## src/verilog/fmd_pkg.sv

```systemverilog
// Constants, types and register map of the 300 baud FSK modem core.
// Operation
// - Modulate and demodulate FSK at 300 baud
// - Transmit one channel, receive the opposite one
// - All tones divided from one crystal clock
// - Channel select and data pick the tone
// - Rate multiplier fractions of 256, two /16
// - Eight multiplier steps per data transition
// - Seven switches scanned into sixteen sine steps
// - Zero means conducting, one means open
// - Square tone on one open-drain switch
// - Second-order DPLL with XOR phase detector
// - Output twice carrier, duty tracks phase error
// - Twelve-bit loop counters, small load bias
// - Loop centres 1080 and 1750 Hz
// - Lock detect mostly high outside range
package fmd_pkg;

    // ----------------------------------------------------------------
    // Clocking
    // ----------------------------------------------------------------
    localparam int CLK_HZ = 20000000;
    localparam int XTAL_HZ = 5242880;
    localparam logic [20:0] XTAL_INC = 21'(XTAL_HZ / 20);
    localparam logic [20:0] XTAL_MOD = 21'(CLK_HZ / 20);
    localparam logic [2:0] PRE_LAST = 3'h7;
    localparam int TICK_HZ = XTAL_HZ / 8;

    // ----------------------------------------------------------------
    // Transmitter
    // ----------------------------------------------------------------
    localparam logic [7:0] FRAC_LOW_BAND = 8'd98;
    localparam logic [7:0] FRAC_HIGH_BAND = 8'd165;
    localparam logic [7:0] FRAC_SHIFT = 8'd20;
    localparam logic [3:0] SHAPE_STEPS = 4'h8;
    localparam logic [6:0] CLAMP_PATTERN = 7'h0f;
    localparam int SQUARE_SW = 3;

    // ----------------------------------------------------------------
    // Receiver centres and ranges in Hz, half periods in receive ticks
    // ----------------------------------------------------------------
    localparam int LB_CENTRE = 1080;
    localparam int LB_RANGE = 398;
    localparam int HB_CENTRE = 1750;
    localparam int HB_RANGE = 335;
    localparam logic [11:0] LB_HP = 12'(TICK_HZ / (2 * LB_CENTRE));
    localparam logic [11:0] LB_HP_MIN = 12'(TICK_HZ / (2 * LB_CENTRE + LB_RANGE));
    localparam logic [11:0] LB_HP_MAX = 12'(TICK_HZ / (2 * LB_CENTRE - LB_RANGE));
    localparam logic [11:0] HB_HP = 12'(TICK_HZ / (2 * HB_CENTRE));
    localparam logic [11:0] HB_HP_MIN = 12'(TICK_HZ / (2 * HB_CENTRE + HB_RANGE));
    localparam logic [11:0] HB_HP_MAX = 12'(TICK_HZ / (2 * HB_CENTRE - HB_RANGE));

    // ----------------------------------------------------------------
    // Register map
    // ----------------------------------------------------------------
    localparam logic [7:0] REG_CTRL = 8'h00;
    localparam logic [7:0] REG_STATUS = 8'h04;
    localparam logic [7:0] REG_INT_STAT = 8'h08;
    localparam logic [7:0] REG_INT_MASK = 8'h0c;
    localparam int CTRL_SQUARE = 0;
    localparam int CTRL_RX_EN = 1;
    localparam logic [1:0] CTRL_RST = 2'h2;
    localparam int ST_CHAN = 0;
    localparam int ST_DATA = 1;
    localparam int ST_CLAMP = 2;
    localparam int ST_LOCK = 3;
    localparam int ST_SHAPE = 4;
    localparam int ST_HP = 8;
    localparam int INT_LOCK_SET = 0;
    localparam int INT_LOCK_CLR = 1;
    localparam int INT_SHAPE_DONE = 2;

    // ----------------------------------------------------------------
    // Types
    // ----------------------------------------------------------------
    typedef struct packed {
        logic psel;
        logic penable;
        logic pwrite;
        logic [7:0] paddr;
        logic [31:0] pwdata;
    } fmd_apb_req_t;

    typedef enum logic [1:0] {
        SH_HOLD = 2'b00,
        SH_RISE = 2'b01,
        SH_FALL = 2'b10
    } fmd_shape_t;

endpackage

```

## src/verilog/fmd_modem.sv

```systemverilog
// Transmitter, receive loop and APB registers of the FSK modem core.
//
// Our own choices: register access over APB and the register addresses.
`timescale 1ns/1ps
module fmd_modem
    import fmd_pkg::*;
(
    input wire logic ref_clk_in,
    input wire logic rst_in,
    input wire fmd_apb_req_t apb_in,
    output logic [31:0] prdata_out,
    output logic pready_out,
    output logic pslverr_out,
    input wire logic chan_sel_in,
    input wire logic tx_data_in,
    input wire logic data_clamp_in,
    input wire logic fsk_rx_in,
    input wire logic [6:0] sw_in,
    output logic [6:0] sw_out,
    output logic [6:0] sw_oe_out,
    output logic pll_out,
    output logic lock_out,
    output logic irq_out
);

    // ----------------------------------------------------------------
    // Functions
    // ----------------------------------------------------------------
    function automatic logic reg_hit(input logic [7:0] a);
        reg_hit = (a == REG_CTRL) || (a == REG_STATUS) ||
                  (a == REG_INT_STAT) || (a == REG_INT_MASK);
    endfunction

    function automatic logic [11:0] clamp_hp(input logic signed [14:0] v,
                                             input logic [11:0] lo,
                                             input logic [11:0] hi);
        if (v < $signed({3'h0, lo}))
            clamp_hp = lo;
        else if (v > $signed({3'h0, hi}))
            clamp_hp = hi;
        else
            clamp_hp = v[11:0];
    endfunction

    // ----------------------------------------------------------------
    // Crystal tick and receive tick
    // ----------------------------------------------------------------
    logic [20:0] acc_q;
    logic [20:0] acc_sum;
    logic xtal_tick;
    logic [2:0] pre_q;
    logic tick;

    always_comb
    begin
        acc_sum = acc_q + XTAL_INC;
        xtal_tick = (acc_sum >= XTAL_MOD);
        tick = xtal_tick && (pre_q == PRE_LAST);
    end

    // The crystal rate is synthesised exactly from the system clock.
    always_ff @(posedge ref_clk_in)
    begin
        if (rst_in)
        begin
            acc_q <= 21'h0;
            pre_q <= 3'h0;
        end
        else
        begin
            acc_q <= xtal_tick ? acc_sum - XTAL_MOD : acc_sum;
            if (xtal_tick)
                pre_q <= pre_q + 3'h1;
        end
    end

    // ----------------------------------------------------------------
    // Rate multiplier and dividers
    // ----------------------------------------------------------------
    logic [7:0] frm_q;
    logic [8:0] frm_sum;
    logic [7:0] frac_q;
    logic [3:0] div_q;
    logic [3:0] scan_q;
    logic step;
    logic cycle;

    always_comb
    begin
        frm_sum = {1'b0, frm_q} + {1'b0, frac_q};
        step = tick && frm_sum[8] && (div_q == 4'hf);
        cycle = step && (scan_q == 4'hf);
    end

    always_ff @(posedge ref_clk_in)
    begin
        if (rst_in)
        begin
            frm_q <= 8'h0;
            div_q <= 4'h0;
            scan_q <= 4'h0;
        end
        else if (tick)
        begin
            frm_q <= frm_sum[7:0];
            if (frm_sum[8])
                div_q <= div_q + 4'h1;
            if (step)
                scan_q <= scan_q + 4'h1;
        end
    end

    // ----------------------------------------------------------------
    // Baseband shaping
    // ----------------------------------------------------------------
    fmd_shape_t shape_q;
    logic [3:0] idx_q;
    logic data_q;
    logic shape_done;
    logic [7:0] frac_d;
    logic [11:0] shift_prod;

    always_comb
    begin
        shift_prod = 12'(FRAC_SHIFT) * {8'h0, idx_q};
        frac_d = (chan_sel_in ? FRAC_LOW_BAND : FRAC_HIGH_BAND) + shift_prod[10:3];
        shape_done = 1'b0;
        if (cycle)
        begin
            case (shape_q)
                SH_RISE: shape_done = (idx_q == SHAPE_STEPS - 4'h1);
                SH_FALL: shape_done = (idx_q == 4'h1);
                default: shape_done = 1'b0;
            endcase
        end
    end

    // A data edge walks the multiplier one step per tone cycle.
    always_ff @(posedge ref_clk_in)
    begin
        if (rst_in)
        begin
            shape_q <= SH_HOLD;
            idx_q <= 4'h0;
            data_q <= 1'b0;
            frac_q <= FRAC_HIGH_BAND;
        end
        else
        begin
            frac_q <= frac_d;
            data_q <= tx_data_in;
            if (tx_data_in != data_q)
                shape_q <= tx_data_in ? SH_RISE : SH_FALL;
            else if (cycle)
            begin
                case (shape_q)
                    SH_RISE:
                    begin
                        if (idx_q != SHAPE_STEPS)
                            idx_q <= idx_q + 4'h1;
                        if (shape_done || (idx_q == SHAPE_STEPS))
                            shape_q <= SH_HOLD;
                    end
                    SH_FALL:
                    begin
                        if (idx_q != 4'h0)
                            idx_q <= idx_q - 4'h1;
                        if (shape_done || (idx_q == 4'h0))
                            shape_q <= SH_HOLD;
                    end
                    default: shape_q <= SH_HOLD;
                endcase
            end
        end
    end

    // ----------------------------------------------------------------
    // Switch array
    // ----------------------------------------------------------------
    logic [7:0] ctrl_q;
    logic [6:0] sine_on;
    logic [6:0] sw_on;

    // Switch i conducts from step i+1 and is released again from step i+9.
    genvar gi;
    generate
        for (gi = 0; gi < 7; gi++)
        begin : g_sine
            assign sine_on[gi] = (scan_q > 4'(gi)) && (scan_q < 4'(gi + 9));
        end
    endgenerate

    always_comb
    begin
        sw_on = sine_on;
        if (data_clamp_in)
            sw_on = CLAMP_PATTERN;
        else if (ctrl_q[CTRL_SQUARE])
        begin
            sw_on = 7'h0;
            sw_on[SQUARE_SW] = scan_q[3];
        end
    end

    // A conducting switch pulls its pin low, shown as level 0.
    always_ff @(posedge ref_clk_in)
    begin
        if (rst_in)
        begin
            sw_oe_out <= 7'h0;
            sw_out <= 7'h0;
        end
        else
        begin
            sw_oe_out <= sw_on;
            sw_out <= 7'h0;
        end
    end

    // ----------------------------------------------------------------
    // Receive phase locked loop
    // ----------------------------------------------------------------
    logic fsk_q;
    logic chan_q;
    logic osc_q;
    logic [11:0] hcnt_q;
    logic [11:0] len_q;
    logic [11:0] xcnt_q;
    logic [11:0] hp_q;
    logic [11:0] hp_lo;
    logic [11:0] hp_hi;
    logic [11:0] hp_mid;
    logic signed [14:0] err;
    logic rx_run;
    logic half_end;

    always_comb
    begin
        // Receive on the band opposite to transmit.
        hp_lo = chan_sel_in ? HB_HP_MIN : LB_HP_MIN;
        hp_hi = chan_sel_in ? HB_HP_MAX : LB_HP_MAX;
        hp_mid = chan_sel_in ? HB_HP : LB_HP;
        rx_run = ctrl_q[CTRL_RX_EN];
        half_end = tick && (hcnt_q <= 12'h1);
        err = $signed({3'h0, xcnt_q}) - $signed({4'h0, len_q[11:1]});
    end

    // Integral path retunes hp_q, proportional path trims this load only.
    always_ff @(posedge ref_clk_in)
    begin
        if (rst_in)
        begin
            fsk_q <= 1'b0;
            chan_q <= 1'b0;
            osc_q <= 1'b0;
            hcnt_q <= LB_HP;
            len_q <= LB_HP;
            xcnt_q <= 12'h0;
            hp_q <= LB_HP;
        end
        else
        begin
            fsk_q <= fsk_rx_in;
            chan_q <= chan_sel_in;
            if (!rx_run || (chan_q != chan_sel_in))
            begin
                osc_q <= 1'b0;
                hcnt_q <= hp_mid;
                len_q <= hp_mid;
                xcnt_q <= 12'h0;
                hp_q <= hp_mid;
            end
            else if (half_end)
            begin
                osc_q <= ~osc_q;
                hp_q <= clamp_hp($signed({3'h0, hp_q}) - (err >>> 3), hp_lo, hp_hi);
                hcnt_q <= clamp_hp($signed({3'h0, hp_q}) - (err >>> 1), hp_lo, hp_hi);
                len_q <= clamp_hp($signed({3'h0, hp_q}) - (err >>> 1), hp_lo, hp_hi);
                xcnt_q <= 12'h0;
            end
            else if (tick)
            begin
                hcnt_q <= hcnt_q - 12'h1;
                if (fsk_q ^ osc_q)
                    xcnt_q <= xcnt_q + 12'h1;
            end
        end
    end

    logic lock_prev_q;

    always_ff @(posedge ref_clk_in)
    begin
        if (rst_in)
        begin
            pll_out <= 1'b0;
            lock_out <= 1'b0;
            lock_prev_q <= 1'b0;
        end
        else
        begin
            pll_out <= rx_run && (fsk_q ^ osc_q);
            lock_out <= rx_run && ((hp_q == hp_lo) || (hp_q == hp_hi));
            lock_prev_q <= lock_out;
        end
    end

    // ----------------------------------------------------------------
    // APB registers and interrupt
    // ----------------------------------------------------------------
    logic [2:0] int_stat_q;
    logic [2:0] int_mask_q;
    logic [2:0] events;
    logic [2:0] w1c;
    logic [31:0] rdata;
    logic wr;

    always_comb
    begin
        events = 3'h0;
        events[INT_LOCK_SET] = lock_out && !lock_prev_q;
        events[INT_LOCK_CLR] = !lock_out && lock_prev_q;
        events[INT_SHAPE_DONE] = shape_done && (tx_data_in == data_q);
        wr = apb_in.psel && apb_in.penable && pready_out && apb_in.pwrite &&
             reg_hit(apb_in.paddr);
        w1c = (wr && (apb_in.paddr == REG_INT_STAT)) ? apb_in.pwdata[2:0] : 3'h0;
        rdata = 32'h0;
        case (apb_in.paddr)
            REG_CTRL: rdata[7:0] = ctrl_q;
            REG_STATUS:
            begin
                rdata[ST_CHAN] = chan_q;
                rdata[ST_DATA] = data_q;
                rdata[ST_CLAMP] = data_clamp_in;
                rdata[ST_LOCK] = lock_out;
                rdata[ST_SHAPE +: 4] = idx_q;
                rdata[ST_HP +: 12] = hp_q;
            end
            REG_INT_STAT: rdata[2:0] = int_stat_q;
            REG_INT_MASK: rdata[2:0] = int_mask_q;
            default: rdata = 32'h0;
        endcase
    end

    // Zero-wait slave: data is latched in the setup cycle.
    always_ff @(posedge ref_clk_in)
    begin
        if (rst_in)
        begin
            pready_out <= 1'b0;
            pslverr_out <= 1'b0;
            prdata_out <= 32'h0;
        end
        else
        begin
            pready_out <= apb_in.psel && !apb_in.penable;
            if (apb_in.psel && !apb_in.penable)
            begin
                prdata_out <= apb_in.pwrite ? 32'h0 : rdata;
                pslverr_out <= !reg_hit(apb_in.paddr);
            end
        end
    end

    always_ff @(posedge ref_clk_in)
    begin
        if (rst_in)
        begin
            ctrl_q <= {6'h0, CTRL_RST};
            int_mask_q <= 3'h0;
        end
        else if (wr)
        begin
            if (apb_in.paddr == REG_CTRL)
                ctrl_q <= {6'h0, apb_in.pwdata[1:0]};
            if (apb_in.paddr == REG_INT_MASK)
                int_mask_q <= apb_in.pwdata[2:0];
        end
    end

    // A new event wins over a clear in the same cycle.
    always_ff @(posedge ref_clk_in)
    begin
        if (rst_in)
        begin
            int_stat_q <= 3'h0;
            irq_out <= 1'b0;
        end
        else
        begin
            int_stat_q <= (int_stat_q & ~w1c) | events;
            irq_out <= |(((int_stat_q & ~w1c) | events) & int_mask_q);
        end
    end

endmodule // fmd_modem

```

## config.mk

```make
export PLATFORM = sky130hd
export DESIGN_NAME = fmd_modem
export DESIGN_NICKNAME = d
export VERILOG_FILES = /design/src/verilog/fmd_pkg.sv /design/src/verilog/fmd_modem.sv
export SDC_FILE = /design/constraint.sdc
export NUM_CORES = 1
export LEC_CHECK = 0
export BUFFER_PORTS_ARGS = -buffer_cell sky130_fd_sc_hd__buf_4
export CORE_MARGIN = 1.5
export CORE_UTILIZATION = 45
export CTS_BUF_LIST = sky130_fd_sc_hd__clkbuf_8
export DETAILED_ROUTE_END_ITERATION = 7
export PLACE_DENSITY = 0.67
export SKIP_CTS_REPAIR_TIMING = 1
export SLEW_MARGIN = 20
export SYNTH_ARGS = -nofsm -noshare
export SYNTH_HDL_FRONTEND = slang
export SYNTH_SLANG_ARGS = --single-unit
```

## constraint.sdc

```tcl
create_clock -name ref_clk_in -period 6.05 [get_ports ref_clk_in]
set_input_delay 1.5125 -clock ref_clk_in [delete_from_list [all_inputs] [get_ports ref_clk_in]]
set_output_delay 1.5125 -clock ref_clk_in [all_outputs]
set_load 0.03 [all_outputs]
```

==> impl_metrics.env <==
export IMPL_outcome="completed"
export IMPL_m1WireLength_mm=10.85
export IMPL_synth_top_family_by_area="simple AND/OR/NAND/NOR gates"
export IMPL_vias=8110
export IMPL_final_setup_worst_slack_ps=393.6
export IMPL_coreArea_sq_um=20360
export IMPL_instances_no_fill=1466
export IMPL_drc=0
export IMPL_clk_insertion_delay_late_ps=470
export IMPL_max_slew_margin_pct=35.86
export IMPL_hold_viol=0
export IMPL_wirelength_mm=22.51
export IMPL_min_period_ps=5656
export IMPL_clockBufferDepth=2
export IMPL_yosys_area_top_type="dfxtp_1"
export IMPL_reg2reg_depth=23
export IMPL_clock_skew_ps=21.15
export IMPL_gr_total_overflow=0
export IMPL_cts_tree="yes"
export IMPL_synth_distinct_cells=92
export IMPL_start_util_pct=46.28
export IMPL_rsz0062_at_grt="false"
export IMPL_swShare_pct=33.27
export IMPL_fin_nets=1321
export IMPL_die_area_sq_um=21820
export IMPL_cp_start_kind="flip-flop"
export IMPL_met2_wirelength_mm=10.25
export IMPL_insertedDiodeCount=0
export IMPL_timing_rr_start="len_q[3]"
export IMPL_regToRegSetupSlack_ps=390
export IMPL_drt_iter0_markers=475
export IMPL_hold_path_startpoint="len_q[9]"
export IMPL_synthTopCellsByArea="dfxtp_1, ha_1, nor2_1"
export IMPL_powerDensity_nw_per_um2=202.5
export IMPL_track_usage_pct=21.01
export IMPL_synth_edf_count=0
export IMPL_power_frac_comb_pct=17.6
export IMPL_core_rowCount=52
export IMPL_cts_root_buf="clkbuf_8"
export IMPL_clkPwrFrac_pct=35.6
export IMPL_die_x_microns=147.7
export IMPL_grt_pass1_vias=7652
export IMPL_synthesis_area_sq_um=9425
export IMPL_dp_slack_ps=328.6
export IMPL_yosys_warnings=0
export IMPL_synth_compound_area_share_pct=19.94
export IMPL_grt_pass1_wl_mm=37.32
export IMPL_yosysTopAreaCellShare_pct=29.74
export IMPL_syn_to_final_growth_pct=9.332
export IMPL_rr_endpoint="len_q[5]"
export IMPL_netlist_instances=1161
export IMPL_ys_seq_area_share_pct=29.74
export IMPL_path_clk_slew_ps=90
export IMPL_synth_top_flop_cell="dfxtp_1"
export IMPL_routed_top_layer="met4"
export IMPL_numPortBuffers=51
export IMPL_holdCritPathClass="flip-flop to flip-flop"
export IMPL_drive_above_1_share_pct=10.45
export IMPL_drv_slew=0
export IMPL_peakVddDrop_mv=0.1141
export IMPL_antenna_found_initial=0
export IMPL_cts_buffers=17
export IMPL_synth_seq_cells=140
export IMPL_htreeDepth=4
export IMPL_drtAntennaViolNets=0
export IMPL_dp_hpwl_mm=16.59
export IMPL_async_reset_ff_share_pct=0
export IMPL_required_ps=6350
export IMPL_p_int_mw=1.393
export IMPL_synth_adder_area_share_pct=11.79
export IMPL_critical_path_arrival_ps=5960
export IMPL_dr_pass1_iters=5
export IMPL_hold_path_depth=2
export IMPL_synthMuxAreaShare_pct=2.907
export IMPL_post_route_period_util_pct=93.49
export IMPL_leakagePower_nw=4.337
export IMPL_min_to="len_q[9]"
export IMPL_placed_cell_area_sq_um=9906
export IMPL_switchingPower_mw=0.6944
export IMPL_endpoint_kind="flip-flop"
export IMPL_wl_met3_mm=1.014
export IMPL_fin_setup_tns_ps=0
export IMPL_place_congestion=0.8665
export IMPL_die_h_microns=147.7
export IMPL_io_pins=107
export IMPL_stdcell_area_sq_um=10300
export IMPL_yosys_area_share_simple_pct=21.57
export IMPL_crit_type="flip-flop to flip-flop"
export IMPL_fmax_mhz=176.8
export IMPL_worstMarginPinSlew_ps=958.5
export IMPL_place_inst=1434
export IMPL_wl_per_cell_microns=15.36
export IMPL_seq_power_share_pct=46.8
export IMPL_maxCapViolCount=0
export IMPL_crit_fanout=8
export IMPL_synth_xor_area_share_pct=8.005
export IMPL_hold_worst_slack_ps=448.4
export IMPL_cts_sinks=140
export IMPL_setup_viol=0
export IMPL_syn_avg_cell_area_sq_um=8.118
export IMPL_via_per_inst=5.532
export IMPL_grt_max_degree=66
==> power by group through the flow <==
stage	Clock, mW	Combinational (mW)	Sequential, mW
after floorplan	0	0.292	0.987
after global placement	0	0.355	0.997
after detailed placement	0	0.361	0.997
after CTS	0.763	0.363	0.976
after global routing	0.803	0.406	0.981
final	0.744	0.367	0.977
==> cell usage after synthesis (all sizes together) (6+ instances only) <==
master	n
nor2	159
dfxtp	140
nand2	94
ha	76
a21oi	73
inv	55
o21ai	54
xnor2	47
clkbuf	44
xor2	34
nand3	31
buf	29
nor3	21
nand2b	20
mux2i	18
a211oi	17
a22oi	17
and3	15
nor2b	15
a21o	14
and2	13
o31ai	12
nand4	11
o21a	10
or2	10
a21boi	9
or3	9
nor4	8
o211ai	8
a31oi	6
fa	6
==> how the worst max path moves through the flow <==
stage / startpoint / endpoint / slack, ps
2_1_floorplan: xcnt_q[0] / hcnt_q[8] / 970
3_5_place_dp: len_q[3] / hcnt_q[8] / 330
4_1_cts: len_q[3] / hcnt_q[8] / 300
5_1_grt: len_q[3] / len_q[5] / 9
6_report: len_q[3] / len_q[5] / 390
3_3_place_gp: len_q[3] / hcnt_q[8] / 400
==> layer usage <==
metal / GRT usage [%] / up-vias
li1: - / 4097
met1: 28.74 / 3794
met2: 33.83 / 186
met3: 3.488 / 33
met4: 6.450 / 0
met5: 0 / -
==> cell usage in the layout, fill, tap and decap left out, drive strengths merged, types with 31 or more instances in the layout <==
| cell type | n |
|---|---|
| nand2 | 94 |
| ha | 76 |
| dfxtp | 140 |
| o21ai | 54 |
| xnor2 | 47 |
| inv | 62 |
| a21oi | 73 |
| nor2 | 159 |
| buf | 58 |
| nand3 | 31 |
| xor2 | 34 |
==> state kept, by name, summed over array words and instances, names as in the netlist, 2 cells and up <==
register,count
frm_q,8
int_stat_q,3
frac_q,8
shape_q,2
scan_q,4
pre_q,3
idx_q,4
sw_oe_out,7
xcnt_q,12
int_mask_q,3
div_q,4
prdata_out,20
hp_q,12
ctrl_q,2
hcnt_q,12
acc_q,15
len_q,11
==> critical path, cell delays in order (launching register included) <==
cell	delay, ps
dfxtp_1	350
inv_1	50
ha_1	400
a21o_1	230
a31oi_4	230
o21ai_2	170
o21a_1	200
nor2_1	100
xor2_1	260
ha_1	330
and3b_1	190
o211a_1	110
nor4_2	260
o21ai_0	170
o21ai_0	230
xnor2_1	190
ha_1	360
nand3_2	70
or4_1	490
a211oi_2	290
nand2_2	160
mux2_2	300
o2111ai_1	230
o211ai_1	130
==> area by class of cell <==
| type | instances | area (sq um) |
|---|---|---|
| clock inverters | 15 | 155.1 |
| clock buffers | 17 | 234.0 |
| flip-flops and latches | 140 | 2803 |
| well taps | 270 | 337.8 |
| fillers | 1976 | 10060 |
| multi-input cells | 911 | 6133 |
| repair buffers | 58 | 435.4 |
| inverters | 55 | 206.4 |
==> kinds of logic after synthesis <==
| family | Yosys count |
|---|---|
| and+or+nand+nor | 427 |
| buffers and inverters | 128 |
| xor gates and xnor gates | 83 |
| DFF | 140 |
| AOI/OAI and AO/OA | 272 |
| other | 1 |
| muxes | 24 |
| adders and majority gates | 86 |
==> through the flow <==
step	power, mW	utilization, %
2_1_floorplan	1.279	-
5_1_grt	2.190	50.60
3_3_place_gp	1.351	48.64
6_report	2.087	50.60
4_1_cts	2.103	50.55
3_5_place_dp	1.358	48.64
No activity file was read; power rests on OpenSTA's default activity.
